`src/core/fault_sup_defines.svh`:
```
// register offsets, field positions, reset values and timing counts
// assumes: included by the supervisor module and the testbench by bare name
`ifndef FAULT_SUP_DEFINES_SVH
`define FAULT_SUP_DEFINES_SVH

// byte addresses of the apb registers
`define ADDR_STATUS 8'h00
`define ADDR_CONTROL 8'h04
`define ADDR_LIVE 8'h08
`define ADDR_IRQ_STATUS 8'h10
`define ADDR_IRQ_MASK 8'h14

// status register fields
`define ST_GLOBAL 0
`define ST_SUPPLY 1
`define ST_PUMP 2
`define ST_OC 3
`define ST_CHECKSUM 4
`define ST_FET_LO 5
`define ST_FET_HI 10

// control register fields
`define CT_CLEAR 0
`define CT_PUMP_MASK 1
`define CT_RESP_LO 2
`define CT_RESP_HI 3
`define CT_BRIDGE_LO 4
`define CT_BRIDGE_HI 6
`define CT_LEVEL_LO 8
`define CT_LEVEL_HI 11
`define CT_FILT_LO 12
`define CT_FILT_HI 15

// interrupt event bits
`define IRQ_SUPPLY 0
`define IRQ_PUMP 1
`define IRQ_OC 2
`define IRQ_CHECKSUM 3

// reset values
`define CONTROL_RESET 16'h0000
`define IRQ_MASK_RESET 4'h0

// timing: clock period, fixed filter time, filter step, retry time
`define CLK_PERIOD_NS 8
`define DEG_FIXED_NS 4000
`define DEG_STEP_NS 1000
`define RETRY_NS 8000
`define DEG_FIXED_CYC ((`DEG_FIXED_NS + `CLK_PERIOD_NS - 1) / `CLK_PERIOD_NS)
`define DEG_STEP_CYC ((`DEG_STEP_NS + `CLK_PERIOD_NS - 1) / `CLK_PERIOD_NS)
`define RETRY_CYC (`RETRY_NS / `CLK_PERIOD_NS)

`endif

```
`src/core/fault_sup_pkg.sv`:
```
// types shared by the fault supervisor files
// assumes: constants come from the defines header
package fault_sup_pkg;
   // overcurrent response selector codes
   typedef enum logic [1:0]
   {
      RESP_LATCHED = 2'b00,
      RESP_RETRY = 2'b01,
      RESP_REPORT = 2'b10,
      RESP_DISABLED = 2'b11
   } oc_resp_t;

   // retry sequencer states
   typedef enum logic
   {
      OC_IDLE,
      OC_WAIT
   } oc_state_t;
endpackage

```
`src/core/gate_driver_fault_supervisor.sv`:
```
// fault supervisor for a three half-bridge gate driver
// Operation
// - supply lockout releases gates, stops pump, alarms
// - supply recovery automatic; flag held until cleared
// - unmasked pump low releases gates and alarms
// - masked pump low only sets flag
// - strapped variant cannot mask pump low
// - overcurrent needs enabled fet, longer than filter
// - strapped: fixed filter, latched, strap disables
// - register variant: level, filter, response select
// - latched: gates off until clear and condition gone
// - response selector resets to latched
// - retry: shutdown then auto resume after interval
// - report only: gates run, alarm until cleared
// - disabled: monitor off, bridge masks locked
// - checksum fault alarms only, no action
// - global flag is or of all flags
// assumes: apb master on pclk; analog comparators synchronous
//
// Implementation choices: the placing of the registers and the APB interface to the registers.
`timescale 1ns/1ps
`include "fault_sup_defines.svh"
module gate_driver_fault_supervisor
#(
   parameter int RETRY_CYCLES = `RETRY_CYC,
   parameter int CNT_W = 12
)
(
   input wire logic pclk,
   input wire logic presetn,
   input wire logic psel,
   input wire logic penable,
   input wire logic pwrite,
   input wire logic [7:0] paddr,
   input wire logic [31:0] pwdata,
   output logic [31:0] prdata,
   output logic pready,
   output logic pslverr,
   input wire logic strap_variant,
   input wire logic trip_level_strap_at_logic_supply,
   input wire logic supply_lockout,
   input wire logic pump_low,
   input wire logic [5:0] drain_source_over,
   input wire logic [5:0] fet_enabled,
   input wire logic checksum_done,
   input wire logic checksum_fail,
   input wire logic enable_reset_pulse,
   output logic gates_release,
   output logic pump_stop,
   output logic alarm_pin_low,
   output logic [3:0] drain_source_trip_level,
   output logic irq
);
   import fault_sup_pkg::*;

   initial
   begin
      if (RETRY_CYCLES < 1 || RETRY_CYCLES > 65535)
         $error("retry count out of range");
      if (CNT_W < 11)
         $error("filter counter too narrow for longest filter time");
   end

   // filter limit from the 4-bit time code, one step per code
   function automatic logic [CNT_W-1:0] filt_cycles(input logic [3:0] code);
      filt_cycles = CNT_W'((int'(code) + 1) * `DEG_STEP_CYC);
   endfunction

   // apb decode
   wire logic setup_rd = psel && !penable && !pwrite;
   wire logic acc = psel && penable;
   wire logic wr = acc && pwrite;
   wire logic hit_status = paddr == `ADDR_STATUS;
   wire logic hit_control = paddr == `ADDR_CONTROL;
   wire logic hit_live = paddr == `ADDR_LIVE;
   wire logic hit_istat = paddr == `ADDR_IRQ_STATUS;
   wire logic hit_imask = paddr == `ADDR_IRQ_MASK;
   wire logic mapped = hit_status | hit_control | hit_live | hit_istat
      | hit_imask;

   // state registers
   logic strap_reg; // variant caught after reset release
   logic strap_taken_reg; // strap already sampled
   logic [15:0] control_reg; // software configuration
   logic supply_flag_reg; // supply_low_flag
   logic pump_flag_reg; // pump_low_flag
   logic checksum_flag_reg; // memory checksum alarm
   logic [5:0] fet_flag_reg; // per-mosfet overcurrent flags
   logic [3:0] irq_status_reg; // sticky events
   logic [3:0] irq_mask_reg; // enables onto irq
   logic [31:0] prdata_reg; // read data
   logic supply_seen_reg; // supply lockout last cycle
   logic pump_seen_reg; // pump low last cycle
   logic [15:0] retry_cnt_reg; // retry interval counter
   oc_state_t oc_state_reg; // retry sequencer
   logic [15:0] control_next;
   logic [15:0] retry_cnt_next;
   oc_state_t oc_state_next;

   // effective configuration, strapped variant overrides
   wire logic clear_alarms_cmd = control_reg[`CT_CLEAR];
   wire logic pump_low_mask = control_reg[`CT_PUMP_MASK] && !strap_reg;
   wire logic [1:0] sel_field = control_reg[`CT_RESP_HI:`CT_RESP_LO];
   wire oc_resp_t overcurrent_response_sel = !strap_reg ? oc_resp_t'(sel_field)
      : (trip_level_strap_at_logic_supply ? RESP_DISABLED : RESP_LATCHED);
   wire logic [2:0] per_bridge_overcurrent_mask =
      control_reg[`CT_BRIDGE_HI:`CT_BRIDGE_LO];
   wire logic [3:0] overcurrent_filter_time =
      control_reg[`CT_FILT_HI:`CT_FILT_LO];
   wire logic [CNT_W-1:0] filt_limit = strap_reg ? CNT_W'(`DEG_FIXED_CYC)
      : filt_cycles(overcurrent_filter_time);
   wire logic oc_off = overcurrent_response_sel == RESP_DISABLED;
   wire logic clear_now = clear_alarms_cmd || enable_reset_pulse;

   // per-mosfet filters; bridge b owns fets 2b and 2b+1
   logic [5:0] fet_trip;
   logic [5:0] fet_event;
   logic [5:0] fet_active;
   genvar g;
   generate
      for (g = 0; g < 6; g++)
      begin : gen_filt
         assign fet_active[g] = drain_source_over[g] && fet_enabled[g]
            && !oc_off && !per_bridge_overcurrent_mask[g/2];
         overcurrent_filter #(.CNT_W(CNT_W)) u_filt
         (
            .pclk(pclk),
            .presetn(presetn),
            .active(fet_active[g]),
            .limit(filt_limit),
            .trip(fet_trip[g]),
            .trip_event(fet_event[g])
         );
      end
   endgenerate

   wire logic oc_any_event = |fet_event;
   wire logic oc_flag = |fet_flag_reg;
   wire logic retry_mode = overcurrent_response_sel == RESP_RETRY;
   wire logic retry_done = oc_state_reg == OC_WAIT
      && retry_cnt_reg == 16'(RETRY_CYCLES - 1);
   wire logic global_flag = supply_flag_reg | pump_flag_reg | oc_flag
      | checksum_flag_reg;
   wire logic pump_block = pump_low && !pump_low_mask;
   wire logic oc_block = oc_flag && (overcurrent_response_sel == RESP_LATCHED
      || overcurrent_response_sel == RESP_RETRY);
   wire logic oc_alarm = oc_flag && !oc_off;

   // flag next values: a new fault wins over a clear
   wire logic supply_flag_next = supply_lockout
      || (supply_flag_reg && !clear_now);
   wire logic pump_flag_next = pump_low
      || (pump_flag_reg && !clear_now);
   logic [5:0] fet_flag_next;
   always_comb
   begin
      for (int i = 0; i < 6; i++)
      begin
         // retry clears at expiry; others need clear and gone condition
         if (fet_event[i])
            fet_flag_next[i] = 1'b1;
         else if (retry_done)
            fet_flag_next[i] = 1'b0;
         else if (clear_now && !drain_source_over[i] && !retry_mode)
            fet_flag_next[i] = 1'b0;
         else
            fet_flag_next[i] = fet_flag_reg[i];
      end
   end

   // retry sequencer
   always_comb
   begin
      oc_state_next = oc_state_reg;
      retry_cnt_next = retry_cnt_reg;
      case (oc_state_reg)
         OC_IDLE:
         begin
            if (oc_any_event && retry_mode)
            begin
               oc_state_next = OC_WAIT;
               retry_cnt_next = '0;
            end
         end
         OC_WAIT:
         begin
            if (retry_done || !retry_mode)
               oc_state_next = OC_IDLE;
            retry_cnt_next = retry_cnt_reg + 16'h0001;
         end
         default:
            oc_state_next = OC_IDLE;
      endcase
   end

   // control writes; bridge masks locked while monitor disabled
   always_comb
   begin
      control_next = control_reg;
      control_next[`CT_CLEAR] = 1'b0;
      if (wr && hit_control)
      begin
         control_next = pwdata[15:0];
         control_next[7] = 1'b0;
         if (oc_off)
            control_next[`CT_BRIDGE_HI:`CT_BRIDGE_LO] =
               per_bridge_overcurrent_mask;
      end
   end

   // interrupt events and write-one-to-clear, set wins
   wire logic [3:0] irq_events = {checksum_done && checksum_fail,
      oc_any_event, pump_low && !pump_seen_reg,
      supply_lockout && !supply_seen_reg};
   wire logic [3:0] irq_wclr = (wr && hit_istat) ? pwdata[3:0] : 4'h0;
   wire logic [3:0] irq_status_next = irq_events
      | (irq_status_reg & ~irq_wclr);

   // read data mux
   wire logic [31:0] rd_mux =
      hit_status ? {21'h00_0000, fet_flag_reg, checksum_flag_reg, oc_flag,
         pump_flag_reg, supply_flag_reg, global_flag} :
      hit_control ? {16'h0000, control_reg} :
      hit_live ? {22'h00_0000, fet_trip, checksum_flag_reg, 1'b0,
         pump_low, supply_lockout} :
      hit_istat ? {28'h000_0000, irq_status_reg} :
      hit_imask ? {28'h000_0000, irq_mask_reg} : 32'h0000_0000;

   // configuration and flag registers
   always_ff @(posedge pclk or negedge presetn)
   begin
      if (!presetn)
      begin
         control_reg <= `CONTROL_RESET;
         supply_flag_reg <= 1'b0;
         pump_flag_reg <= 1'b0;
         fet_flag_reg <= 6'h00;
         checksum_flag_reg <= 1'b0;
      end
      else
      begin
         control_reg <= control_next;
         supply_flag_reg <= supply_flag_next;
         pump_flag_reg <= pump_flag_next;
         fet_flag_reg <= fet_flag_next;
         if (checksum_done && checksum_fail)
            checksum_flag_reg <= 1'b1;
      end
   end

   // strap capture, edge history, retry, interrupts, read data
   always_ff @(posedge pclk or negedge presetn)
   begin
      if (!presetn)
      begin
         strap_reg <= 1'b0;
         strap_taken_reg <= 1'b0;
         supply_seen_reg <= 1'b0;
         pump_seen_reg <= 1'b0;
         oc_state_reg <= OC_IDLE;
         retry_cnt_reg <= 16'h0000;
         irq_status_reg <= 4'h0;
         irq_mask_reg <= `IRQ_MASK_RESET;
         prdata_reg <= 32'h0000_0000;
      end
      else
      begin
         if (!strap_taken_reg)
            strap_reg <= strap_variant;
         strap_taken_reg <= 1'b1;
         supply_seen_reg <= supply_lockout;
         pump_seen_reg <= pump_low;
         oc_state_reg <= oc_state_next;
         retry_cnt_reg <= retry_cnt_next;
         irq_status_reg <= irq_status_next;
         if (wr && hit_imask)
            irq_mask_reg <= pwdata[3:0];
         if (setup_rd)
            prdata_reg <= rd_mux;
      end
   end

   // outputs
   assign pready = acc;
   assign pslverr = acc && !mapped;
   assign prdata = prdata_reg;
   assign gates_release = supply_lockout || pump_block || oc_block;
   assign pump_stop = supply_lockout;
   assign alarm_pin_low = !(supply_lockout || pump_block || oc_alarm
      || checksum_flag_reg);
   assign drain_source_trip_level = control_reg[`CT_LEVEL_HI:`CT_LEVEL_LO];
   assign irq = |(irq_status_reg & irq_mask_reg);
endmodule

```
`src/core/overcurrent_filter.sv`:
```
// deglitch filter for one mosfet drain-source comparator
// assumes: comparator input synchronous to pclk
`timescale 1ns/1ps
module overcurrent_filter
#(
   parameter int CNT_W = 12
)
(
   input wire logic pclk,
   input wire logic presetn,
   input wire logic active,
   input wire logic [CNT_W-1:0] limit,
   output logic trip,
   output logic trip_event
);
   initial
   begin
      if (CNT_W < 4)
         $error("overcurrent_filter: CNT_W too small");
   end

   logic [CNT_W-1:0] cnt_reg; // consecutive active cycles
   logic [CNT_W-1:0] cnt_next;
   logic trip_reg;
   logic trip_next;
   wire logic cnt_full;

   // saturate so a long fault never wraps back to zero
   assign cnt_full = &cnt_reg;
   assign cnt_next = !active ? '0 : (cnt_full ? cnt_reg : cnt_reg + 1'b1);
   // trips only when high longer than the limit
   assign trip_next = active && (cnt_reg >= limit);
   assign trip = trip_reg;
   assign trip_event = trip_next && !trip_reg;

   // counter and trip flag
   always_ff @(posedge pclk or negedge presetn)
   begin
      if (!presetn)
      begin
         cnt_reg <= '0;
         trip_reg <= 1'b0;
      end
      else
      begin
         cnt_reg <= cnt_next;
         trip_reg <= trip_next;
      end
   end
endmodule

```
`config.mk`:
```
export PLATFORM = sky130hd
export DESIGN_NAME = gate_driver_fault_supervisor
export DESIGN_NICKNAME = d
export VERILOG_FILES = /design/src/core/fault_sup_pkg.sv /design/src/core/gate_driver_fault_supervisor.sv /design/src/core/overcurrent_filter.sv
export VERILOG_INCLUDE_DIRS = /design/src /design/src/core
export SDC_FILE = /design/constraint.sdc
export NUM_CORES = 1
export LEC_CHECK = 0
export ABC_CLOCK_PERIOD_IN_PS = 8400
export BUFFER_PORTS_ARGS = -buffer_cell sky130_fd_sc_hd__buf_2
export CORE_ASPECT_RATIO = 2
export CORE_MARGIN = 3
export CORE_UTILIZATION = 39
export CTS_CLUSTER_DIAMETER = 50
export DETAILED_ROUTE_END_ITERATION = 7
export GPL_ROUTABILITY_DRIVEN = 0
export PLACE_DENSITY = 0.65
export SLEW_MARGIN = 20
export SYNTH_ARGS = -nofsm -noshare
export SYNTH_HDL_FRONTEND = slang
export SYNTH_SLANG_ARGS = --single-unit
```
`constraint.sdc`:
```
create_clock -name pclk -period 8.4 [get_ports pclk]
set_clock_uncertainty 0.2 [all_clocks]
set_input_delay 0.84 -clock pclk [delete_from_list [all_inputs] [get_ports pclk]]
set_output_delay 0.84 -clock pclk [all_outputs]
set_load 0.01 [all_outputs]
```
==> run_summary.xml, run 1 <==
<?xml version="1.0" encoding="UTF-8"?>
<metrics>
  <group name="run_status">
    <metric name="outcome" unit="">finished, final reports clean</metric>
  </group>
  <group name="die">
    <metric name="die_y" unit="um">227</metric>
    <metric name="pin_count" unit="">106</metric>
    <metric name="initial_core_util" unit="">0.397</metric>
    <metric name="rows" unit="">80</metric>
    <metric name="die_w" unit="um">116</metric>
    <metric name="floorplan.core_area" unit="um^2">23900</metric>
    <metric name="area_of_the_die" unit="um^2">26400</metric>
  </group>
  <group name="cells_and_area">
    <metric name="final_layout_size_suffix_gt1_frac" unit="">0.137</metric>
    <metric name="nNetsFinal" unit="">1240</metric>
    <metric name="flip_flop_count_of_the_largest_register_all_copies_and_words_added" unit="">72</metric>
    <metric name="final_cell_area" unit="um^2">10700</metric>
    <metric name="layout-area-overhead-vs-synth" unit="%">12.6</metric>
    <metric name="postLayoutCoreUtil" unit="">0.447</metric>
    <metric name="fillers" unit="">2291</metric>
  </group>
  <group name="cts">
    <metric name="cts.root.buffer_cell" unit="">clkbuf_16</metric>
    <metric name="post_cts.repair.setup_buffers" unit="">0</metric>
    <metric name="clk-insertion-delay-late" unit="ps">440</metric>
    <metric name="gates_resized_cts_repair" unit="">0</metric>
    <metric name="cts.sink_count" unit="">147</metric>
    <metric name="tritoncts_clock_tree" unit="">built</metric>
    <metric name="cts-hold-fix-buffers" unit="">0</metric>
    <metric name="cts.path.max_buffers" unit="">2</metric>
    <metric name="cts_max_level" unit="">4</metric>
    <metric name="path_clk_slew" unit="ps">60</metric>
    <metric name="number_of_cts_inserted_buffers" unit="">17</metric>
  </group>
  <group name="worst_setup_path">
    <metric name="cp.required" unit="ps">8500</metric>
    <metric name="critical-path-slowest-cell" unit="">dfrtp_1</metric>
    <metric name="cp-end-kind" unit="">register</metric>
    <metric name="crit_path_max_fanout" unit="">16</metric>
    <metric name="critical_path.max_stage_delay" unit="ps">590</metric>
    <metric name="critical_path.most_common_cell" unit="">o21ai_0</metric>
    <metric name="start_kind" unit="">register</metric>
    <metric name="critical_path.cell_chain" unit="">ha_1 -&gt; xor2_1 -&gt; inv_1 -&gt; fa_1 -&gt; fa_1 -&gt; fa_1 -&gt; inv_1 -&gt; ha_1 -&gt; o21ai_0 -&gt; a21boi_0 -&gt; o21ai_0 -&gt; a21boi_0 -&gt; o21ai_0 -&gt; a21oi_1 -&gt; a31oi_1 -&gt; buf_4 -&gt; ha_1 -&gt; a211o_1 -&gt; nor2_1 -&gt; a211oi_1 -&gt; nand4b_1 -&gt; and2_1 -&gt; a41oi_4 -&gt; o21ai_0</metric>
    <metric name="timing.critical_path.max_delay_family" unit="">adder cells</metric>
    <metric name="criticalPathCategory" unit="">register to register</metric>
    <metric name="cp.arrival" unit="ps">7350</metric>
    <metric name="critical_path_buf_inv_count" unit="">3</metric>
  </group>
  <group name="placed_design">
    <metric name="detailed_place.area" unit="um^2">10100</metric>
    <metric name="post-dp-hpwl" unit="um">18600</metric>
    <metric name="io_buffer_count" unit="">72</metric>
  </group>
  <group name="power_and_ir_drop">
    <metric name="leakagePower" unit="nW">5.05</metric>
    <metric name="power_density" unit="nW/um^2">159</metric>
    <metric name="power.share.combinational" unit="">0.091</metric>
    <metric name="internal_power" unit="mW">1.25</metric>
    <metric name="clockPowerShare" unit="">0.474</metric>
    <metric name="power.sequential.fraction" unit="">0.435</metric>
    <metric name="switch_share" unit="">0.264</metric>
    <metric name="power_switching" unit="mW">0.448</metric>
    <metric name="irDropWorstVdd" unit="V">0.000121</metric>
  </group>
  <group name="yosys">
    <metric name="netlist_top_cells_area" unit="">dfrtp_1 39%, ha_1 12%, nor2_1 4.3%</metric>
    <metric name="dominantRegCellSynth" unit="">dfrtp_1</metric>
    <metric name="synth_cell_types" unit="">65</metric>
    <metric name="ys_seq_elements" unit="">147</metric>
    <metric name="yosys.cell_count.top_type" unit="">dfrtp_1</metric>
    <metric name="synthesis.yosys.warnings" unit="">0</metric>
    <metric name="part_of_the_yosys_area_used_for_sequential_elements" unit="">0.388</metric>
    <metric name="synth_area_per_inst" unit="um^2">9.46</metric>
    <metric name="cell_type_with_the_highest_aggregate_area_in_the_netlist" unit="">dfrtp_1</metric>
    <metric name="synth_common_cells" unit="">147 x dfrtp_1, 110 x nor2_1, 93 x ha_1</metric>
    <metric name="netlist_area_before_placement" unit="um^2">9490</metric>
    <metric name="portion_of_synthesized_cell_area_occupied_by_the_leading_cell_type" unit="">0.388</metric>
    <metric name="synth_enable_flop_cells" unit="">0</metric>
    <metric name="syn-instance-count" unit="">1004</metric>
    <metric name="postSynth.asyncResetShare" unit="">1.00</metric>
  </group>
  <group name="detailed_routing">
    <metric name="routed_wire_length_per_instance" unit="um">17.5</metric>
    <metric name="route.detailed.drc" unit="">0</metric>
    <metric name="first_drt_pass_iteration_count" unit="">5</metric>
    <metric name="routed_wl" unit="um">24000</metric>
    <metric name="drtAntennaViolNets" unit="">0</metric>
    <metric name="vias" unit="">7576</metric>
    <metric name="via_per_inst" unit="">5.51</metric>
    <metric name="first_iter_violations" unit="">305</metric>
  </group>
  <group name="job">
    <metric name="maximum_capacitance_violations" unit="">0</metric>
  </group>
  <group name="global_routing">
    <metric name="grt_max_degree" unit="">78</metric>
    <metric name="grt_pass1_wl" unit="um">38700</metric>
    <metric name="globalRouteOverflowTotal" unit="">0</metric>
    <metric name="initial_antenna_violation_count" unit="">1</metric>
    <metric name="global_route.usage.total" unit="">0.190</metric>
    <metric name="first_global_vias" unit="">7818</metric>
  </group>
  <group name="sta">
    <metric name="finalCritPeriodShare" unit="">0.863</metric>
    <metric name="hold_slack" unit="ps">202</metric>
    <metric name="timing.fmax" unit="GHz">0.138</metric>
    <metric name="max_slew.worst_pin.slew" unit="ps">1100</metric>
    <metric name="max_slew_headroom_at_the_worst_pin" unit="">0.261</metric>
    <metric name="report.final.slew_viol_count" unit="">0</metric>
    <metric name="setup_viol" unit="">0</metric>
    <metric name="timing.setup.tns" unit="ps">0</metric>
    <metric name="finalWorstPathRequiredPeriod" unit="ps">7250</metric>
    <metric name="final_hold_viol_count" unit="">0</metric>
    <metric name="rsz0062_at_grt" unit="">no</metric>
  </group>
  <group name="worst_hold_path">
    <metric name="timing.hold.worst.class" unit="">input pin to async pin</metric>
  </group>
</metrics>
-- cell usage in the layout (no fill, tap or decap), types with 6 or more instances in the layout --
cell       synthesis  routed
nand2_1           92      92
buf_4             21       7
nor4_1             8       8
inv_1             49      49
xnor2_1           22      22
fa_1              10      10
nand2b_1          12      12
or3_1             14      14
nand4b_1          10      10
a21oi_1           40      40
nand3_1           43      43
and3_1            23      23
nor3_1            25      25
ha_1              93      93
nand4_1           16      16
xor2_1            41      41
nor2b_1           13      13
buf_2              0      71
clkbuf_16          0      17
conb_1             2      17
mux2i_1           10      10
a211oi_1           8       8
o21ai_0           58      58
nor2_1           110     110
dfrtp_1          147     147
mux2_2            24      24
a21o_1             6       6
-- routing by layer --
metal / vias up / global-route usage / share of wire
li1: 3662 / - / -
met1: 3652 / 0.177 / 0.35
met2: 193 / 0.366 / 0.56
met3: 69 / 0.0307 / 0.034
met4: 0 / 0.123 / 0.059
met5: - / 0 / 0
-- cell type report --
type | count | area, um^2 | share of cell area
multi-input cells | 779 | 5420 | 0.507
diodes | 1 | 2.50 | 0.000234
flip-flops and latches | 147 | 3680 | 0.344
clock buffers | 17 | 425 | 0.0398
repair buffers | 79 | 419 | 0.0392
well taps | 287 | 359 | 0.0336
inverters | 49 | 184 | 0.0172
clock inverters | 15 | 196 | 0.0184
-- stage by stage --
stage                     instances  setup WS, ps  total power [mW]
after floorplan                1019          2180             0.847
after global placement         1341          1200             0.906
after CTS                      1373          1100              1.72
after global routing           1374           529              1.77
final                          1374          1150              1.70
after detailed placement       1341          1130             0.910
-- power groups by stage --
stage | clock network (mW) | logic (mW) | registers, mW
after global routing | 0.855 | 0.176 | 0.743
after detailed placement | 0 | 0.156 | 0.754
after floorplan | 0 | 0.0989 | 0.748
final | 0.806 | 0.155 | 0.741
after CTS | 0.824 | 0.157 | 0.741
after global placement | 0 | 0.153 | 0.753
-- worst reg2reg max path: stages (launching register included) --
cell      delay, ps
dfrtp_1         590
ha_1            260
xor2_1          370
inv_1           150
fa_1            560
fa_1            550
fa_1            550
inv_1            40
ha_1            340
o21ai_0         150
a21boi_0        250
o21ai_0         130
a21boi_0        240
o21ai_0         150
a21oi_1         150
a31oi_1          50
buf_4           190
ha_1            310
a211o_1         140
nor2_1           50
a211oi_1        320
nand4b_1        350
and2_1          300
a41oi_4         530
o21ai_0         180
-- logic make-up after synthesis --
group	count (synthesis)	synth area share
simple gates	400	0.212
other cells	2	0.000791
xor+xnor	63	0.0581
buf+inv	93	0.0474
mux	36	0.0438
fa+ha+maj	103	0.144
flops	147	0.388
compound gates	160	0.107
-- path summary, 6_finish.rpt --
check                                                      to  slack (ps)  depth (start not counted)       startpoint
worst min register to register              irq_status_reg[0]         220                          1  supply_seen_reg
min in group pclk                           irq_status_reg[0]         220                          1  supply_seen_reg
worst max register to register              retry_cnt_reg[11]        1150                         24  control_reg[12]
worst min-delay path                          control_reg[14]         200                          1          presetn
worst max-delay path                        retry_cnt_reg[11]        1150                         24  control_reg[12]
max in group asynchronous       gen_filt[1].u_filt.cnt_reg[1]        6290                          2          presetn
No activity file was read; power rests on OpenSTA's default activity.
==> inputs of run 2 (changes only) <==
- MAX_ROUTING_LAYER: default -> met4
==> run_summary.xml, run 2 (synthesis gave the netlist of run 1 again) <==
<?xml version="1.0" encoding="UTF-8"?>
<metrics>
  <group name="run_status">
    <metric name="outcome" unit="">finished, final reports clean</metric>
  </group>
  <group name="die">
    <metric name="floorplan.core_area" unit="um^2">23900</metric>
    <metric name="die_w" unit="um">116</metric>
    <metric name="rows" unit="">80</metric>
    <metric name="area_of_the_die" unit="um^2">26400</metric>
    <metric name="pin_count" unit="">106</metric>
    <metric name="initial_core_util" unit="">0.397</metric>
    <metric name="die_y" unit="um">227</metric>
  </group>
  <group name="cells_and_area">
    <metric name="mostFrequentLayoutCell" unit="">dfrtp_1</metric>
    <metric name="final_layout_size_suffix_gt1_frac" unit="">0.137</metric>
    <metric name="layout-area-overhead-vs-synth" unit="%">12.6</metric>
    <metric name="postLayoutCoreUtil" unit="">0.447</metric>
    <metric name="flip_flop_count_of_the_largest_register_all_copies_and_words_added" unit="">72</metric>
    <metric name="nNetsFinal" unit="">1240</metric>
    <metric name="final_cell_mix" unit="">147 x dfrtp_1, 110 x nor2_1, 93 x ha_1</metric>
  </group>
  <group name="worst_setup_path">
    <metric name="start_kind" unit="">register</metric>
    <metric name="cp.required" unit="ps">8500</metric>
    <metric name="cp-end-kind" unit="">register</metric>
    <metric name="crit_path_max_fanout" unit="">16</metric>
    <metric name="cp.arrival" unit="ps">7340</metric>
    <metric name="criticalPathCategory" unit="">register to register</metric>
  </group>
  <group name="cts">
    <metric name="cts.sink_count" unit="">147</metric>
    <metric name="number_of_cts_inserted_buffers" unit="">17</metric>
    <metric name="gates_resized_cts_repair" unit="">0</metric>
    <metric name="path_clk_slew" unit="ps">60</metric>
    <metric name="tritoncts_clock_tree" unit="">built</metric>
    <metric name="post_cts.repair.setup_buffers" unit="">0</metric>
    <metric name="clk-insertion-delay-late" unit="ps">440</metric>
    <metric name="cts_max_level" unit="">4</metric>
    <metric name="cts.root.buffer_cell" unit="">clkbuf_16</metric>
    <metric name="cts.path.max_buffers" unit="">2</metric>
    <metric name="cts-hold-fix-buffers" unit="">0</metric>
  </group>
  <group name="detailed_routing">
    <metric name="routed_wl" unit="um">24100</metric>
    <metric name="first_iter_violations" unit="">331</metric>
    <metric name="vias" unit="">7615</metric>
    <metric name="drtAntennaViolNets" unit="">0</metric>
    <metric name="routed_wire_length_per_instance" unit="um">17.5</metric>
    <metric name="route.detailed.drc" unit="">0</metric>
    <metric name="first_drt_pass_iteration_count" unit="">5</metric>
    <metric name="via_per_inst" unit="">5.54</metric>
  </group>
  <group name="sta">
    <metric name="timing.setup.tns" unit="ps">0</metric>
    <metric name="max_slew_headroom_at_the_worst_pin" unit="">0.267</metric>
    <metric name="finalCritPeriodShare" unit="">0.862</metric>
    <metric name="timing.fmax" unit="GHz">0.138</metric>
    <metric name="max_slew.worst_pin.slew" unit="ps">1100</metric>
    <metric name="finalWorstPathRequiredPeriod" unit="ps">7240</metric>
    <metric name="final_hold_viol_count" unit="">0</metric>
    <metric name="report.final.slew_viol_count" unit="">0</metric>
    <metric name="rsz0062_at_grt" unit="">no</metric>
    <metric name="setup_viol" unit="">0</metric>
    <metric name="crit_path_setup_slack_layout" unit="ps">1160</metric>
  </group>
  <group name="worst_hold_path">
    <metric name="timing.hold.worst.class" unit="">input pin to async pin</metric>
  </group>
  <group name="power_and_ir_drop">
    <metric name="leakagePower" unit="nW">5.05</metric>
    <metric name="irDropWorstVdd" unit="V">0.000122</metric>
    <metric name="power_density" unit="nW/um^2">159</metric>
  </group>
  <group name="placed_design">
    <metric name="post-dp-hpwl" unit="um">18600</metric>
    <metric name="preCtsSetupSlack" unit="ps">1130</metric>
    <metric name="io_buffer_count" unit="">72</metric>
  </group>
  <group name="global_routing">
    <metric name="first_global_vias" unit="">7810</metric>
    <metric name="grt_pass1_wl" unit="um">38600</metric>
    <metric name="initial_antenna_violation_count" unit="">1</metric>
    <metric name="global_route.usage.total" unit="">0.195</metric>
    <metric name="globalRouteOverflowTotal" unit="">0</metric>
    <metric name="grt_max_degree" unit="">78</metric>
  </group>
  <group name="job">
    <metric name="maximum_capacitance_violations" unit="">0</metric>
  </group>
</metrics>
## run 2: cell counts in the layout (fill, tap and decap cells not counted)
No cell type changed its count.
## run 2: final cells by class
| class | instances | area (um^2) |
|---|---|---|
| clock buffer | 17 | 425 |
| multi-input combinational | 779 | 5420 |
| clock inverter | 15 | 196 |
| sequential | 147 | 3680 |
| antenna | 1 | 2.50 |
| timing repair buffer | 79 | 419 |
| tap | 287 | 359 |
| fill | 2291 | 13200 |
| inverter | 49 | 184 |
## run 2: layer usage
metal  vias up  GRT usage  wire length, um
li1       3658          -                -
met1      3684      0.175             8410
met2       199      0.367            13300
met3        74     0.0307              851
met4         0      0.123             1470
met5         -          -                0
## run 2: final timing paths
path | slack, ps | from | depth (start not counted) | to
setup / recovery | 1160 | control_reg[12] | 24 | retry_cnt_reg[11]
hold / removal | 200 | presetn | 1 | control_reg[14]
setup reg to reg | 1160 | control_reg[12] | 24 | retry_cnt_reg[11]
hold reg to reg | 220 | supply_seen_reg | 1 | irq_status_reg[0]
max in group asynchronous | 6310 | presetn | 2 | gen_filt[1].u_filt.cnt_reg[1]
min in group pclk | 220 | supply_seen_reg | 1 | irq_status_reg[0]
## run 2: report_power, final
group | switching [mW] | total [mW] | internal, mW
Sequential | 0.0180 | 0.741 | 0.723
Combinational | 0.101 | 0.155 | 0.0544
Clock | 0.330 | 0.806 | 0.476
## run 2: stage by stage
| step | power (mW) | instance area (um^2) | std cells | hold WS, ps |
|---|---|---|---|---|
| 2_1_floorplan | 0.847 | 9550 | 1019 | 200 |
| 3_3_place_gp | 0.906 | 10100 | 1341 | 218 |
| 3_5_place_dp | 0.910 | 10100 | 1341 | 227 |
| 4_1_cts | 1.72 | 10700 | 1373 | 230 |
| 5_1_grt | 1.77 | 10700 | 1374 | 245 |
| 6_report | 1.70 | 10700 | 1374 | 196 |
## run 2: worst max-delay path, stage by stage, from the launching register on
cell      delay (ps)
dfrtp_1          590
ha_1             260
xor2_1           380
inv_1            150
fa_1             560
fa_1             550
fa_1             550
inv_1             40
ha_1             340
o21ai_0          150
a21boi_0         250
o21ai_0          130
a21boi_0         240
o21ai_0          150
a21oi_1          160
a31oi_1           50
buf_4            190
ha_1             300
a211o_1          140
nor2_1            50
a211oi_1         320
nand4b_1         340
and2_1           300
a41oi_4          520
o21ai_0          170
==> inputs of run 3 (changes only) <==
- CORE_UTILIZATION: 39 -> 55
- PLACE_DENSITY: 0.65 -> 0.84
==> run_summary.xml, run 3 (synthesis gave the netlist of run 1 again) <==
<?xml version="1.0" encoding="UTF-8"?>
<metrics>
  <group name="run_status">
    <metric name="outcome" unit="">finished, final reports clean</metric>
  </group>
  <group name="global_routing">
    <metric name="grt_max_degree" unit="">76</metric>
    <metric name="globalRouteOverflowTotal" unit="">0</metric>
    <metric name="first_global_vias" unit="">8183</metric>
    <metric name="global_route.usage.total" unit="">0.266</metric>
    <metric name="initial_antenna_violation_count" unit="">0</metric>
    <metric name="grt_pass1_wl" unit="um">38800</metric>
  </group>
  <group name="cells_and_area">
    <metric name="postLayoutCoreUtil" unit="">0.627</metric>
    <metric name="fillers" unit="">1322</metric>
    <metric name="antenna_cells_inserted" unit="">0</metric>
    <metric name="final_cell_mix" unit="">147 x dfrtp_1, 110 x nor2_1, 93 x ha_1</metric>
    <metric name="mostFrequentLayoutCell" unit="">dfrtp_1</metric>
    <metric name="final_cells" unit="">1293</metric>
    <metric name="nNetsFinal" unit="">1240</metric>
    <metric name="final_layout_size_suffix_gt1_frac" unit="">0.135</metric>
    <metric name="final_cell_area" unit="um^2">10600</metric>
    <metric name="layout-area-overhead-vs-synth" unit="%">11.3</metric>
    <metric name="multi_input_area" unit="um^2">5420</metric>
    <metric name="flip_flop_count_of_the_largest_register_all_copies_and_words_added" unit="">72</metric>
    <metric name="area.sequential" unit="um^2">3680</metric>
  </group>
  <group name="cts">
    <metric name="cts.path.max_buffers" unit="">2</metric>
    <metric name="tritoncts_clock_tree" unit="">built</metric>
    <metric name="cts.sink_count" unit="">147</metric>
    <metric name="path_clk_slew" unit="ps">60</metric>
    <metric name="clk-insertion-delay-late" unit="ps">430</metric>
    <metric name="gates_resized_cts_repair" unit="">0</metric>
    <metric name="cts.root.buffer_cell" unit="">clkbuf_16</metric>
    <metric name="number_of_cts_inserted_buffers" unit="">17</metric>
    <metric name="post_cts.repair.setup_buffers" unit="">0</metric>
    <metric name="cts-hold-fix-buffers" unit="">0</metric>
    <metric name="cts_max_level" unit="">4</metric>
  </group>
  <group name="placed_design">
    <metric name="post-dp-hpwl" unit="um">17200</metric>
    <metric name="numPlacedInstances" unit="">1261</metric>
    <metric name="detailed_place.area" unit="um^2">9960</metric>
    <metric name="preCtsSetupSlack" unit="ps">1300</metric>
    <metric name="io_buffer_count" unit="">72</metric>
  </group>
  <group name="worst_setup_path">
    <metric name="cp.required" unit="ps">8490</metric>
    <metric name="crit_path_max_fanout" unit="">16</metric>
    <metric name="critical-path-slowest-cell" unit="">dfrtp_1</metric>
    <metric name="critical_path.cell_chain" unit="">ha_1 -&gt; xor2_1 -&gt; inv_1 -&gt; fa_1 -&gt; fa_1 -&gt; fa_1 -&gt; inv_1 -&gt; ha_1 -&gt; o21ai_0 -&gt; a21boi_0 -&gt; o21ai_0 -&gt; a21boi_0 -&gt; o21ai_0 -&gt; a21oi_1 -&gt; a31oi_1 -&gt; buf_4 -&gt; ha_1 -&gt; a211o_1 -&gt; nor2_1 -&gt; a211oi_1 -&gt; nand4b_1 -&gt; and2_1 -&gt; a41oi_4 -&gt; o21ai_0</metric>
    <metric name="criticalPathCategory" unit="">register to register</metric>
    <metric name="critical_path.most_common_cell" unit="">o21ai_0</metric>
    <metric name="cp-end-kind" unit="">register</metric>
    <metric name="cp.arrival" unit="ps">7320</metric>
    <metric name="start_kind" unit="">register</metric>
    <metric name="critical_path.max_stage_delay" unit="ps">620</metric>
  </group>
  <group name="sta">
    <metric name="report.final.slew_viol_count" unit="">0</metric>
    <metric name="hold_slack" unit="ps">237</metric>
    <metric name="finalWorstPathRequiredPeriod" unit="ps">7240</metric>
    <metric name="max_slew.worst_pin.slew" unit="ps">981</metric>
    <metric name="setup_viol" unit="">0</metric>
    <metric name="timing.setup.tns" unit="ps">0</metric>
    <metric name="crit_path_setup_slack_layout" unit="ps">1160</metric>
    <metric name="timing.fmax" unit="GHz">0.138</metric>
    <metric name="final_hold_viol_count" unit="">0</metric>
    <metric name="finalCritPeriodShare" unit="">0.861</metric>
    <metric name="rsz0062_at_grt" unit="">no</metric>
    <metric name="max_slew_headroom_at_the_worst_pin" unit="">0.343</metric>
  </group>
  <group name="power_and_ir_drop">
    <metric name="p_total" unit="mW">1.68</metric>
    <metric name="power_density" unit="nW/um^2">159</metric>
    <metric name="leakagePower" unit="nW">5.03</metric>
    <metric name="irDropWorstVdd" unit="V">0.000123</metric>
  </group>
  <group name="die">
    <metric name="die_y" unit="um">192</metric>
    <metric name="floorplan.core_area" unit="um^2">16800</metric>
    <metric name="pin_count" unit="">106</metric>
    <metric name="area_of_the_die" unit="um^2">19000</metric>
    <metric name="die_w" unit="um">98.9</metric>
    <metric name="initial_core_util" unit="">0.563</metric>
    <metric name="rows" unit="">67</metric>
  </group>
  <group name="detailed_routing">
    <metric name="routed_wire_length_per_instance" unit="um">18.2</metric>
    <metric name="route.detailed.drc" unit="">0</metric>
    <metric name="first_drt_pass_iteration_count" unit="">5</metric>
    <metric name="drtAntennaViolNets" unit="">0</metric>
    <metric name="routed_wl" unit="um">23500</metric>
    <metric name="vias" unit="">7896</metric>
    <metric name="first_iter_violations" unit="">408</metric>
    <metric name="via_per_inst" unit="">6.11</metric>
  </group>
  <group name="worst_hold_path">
    <metric name="timing.hold.worst.class" unit="">input pin to async pin</metric>
  </group>
  <group name="job">
    <metric name="maximum_capacitance_violations" unit="">0</metric>
  </group>
</metrics>
[run 3: path summary, 6_finish.rpt]
| check | startpoint | slack, ps | to | cells past startpoint |
|---|---|---|---|---|
| min in group pclk | pump_seen_reg | 240 | irq_status_reg[1] | 1 |
| max | control_reg[12] | 1160 | retry_cnt_reg[11] | 24 |
| min | presetn | 240 | control_reg[13] | 1 |
| min reg2reg | pump_seen_reg | 240 | irq_status_reg[1] | 1 |
| max in group asynchronous | presetn | 6370 | gen_filt[2].u_filt.cnt_reg[10] | 2 |
| max reg2reg | control_reg[12] | 1160 | retry_cnt_reg[11] | 24 |
[run 3: worst max-delay path: cells and delay by family, from the launching register on]
kind / cells / cell delay (ps)
AO/OA/AOI/OAI: 11 / 2250
XOR/XNOR: 1 / 430
AND/OR/NAND/NOR: 3 / 640
buffers and inverters: 3 / 400
adder cells (fa/ha/maj): 6 / 2540
flip-flops: 1 / 620
[run 3: metal layers]
layer,GRT usage,routed length (um)
met1,0.256,8380
met2,0.470,12400
met3,0.0487,1090
met4,0.188,1630
met5,-,0
[run 3: power by group]
part	total [mW]	switching [mW]	internal [mW]	leakage, nW
Clock	0.784	0.309	0.475	0.283
Combinational	0.156	0.101	0.0550	2.79
Sequential	0.741	0.0175	0.723	1.96
Total	1.68	0.427	1.25	5.03
[run 3: final cells by class]
class / instances / share of cell area
Clock inverter: 12 / 0.0148
Sequential cell: 147 / 0.348
Timing Repair Buffer: 79 / 0.0397
Inverter: 49 / 0.0174
Tap cell: 207 / 0.0245
Clock buffer: 20 / 0.0423
Multi-Input combinational cell: 779 / 0.513
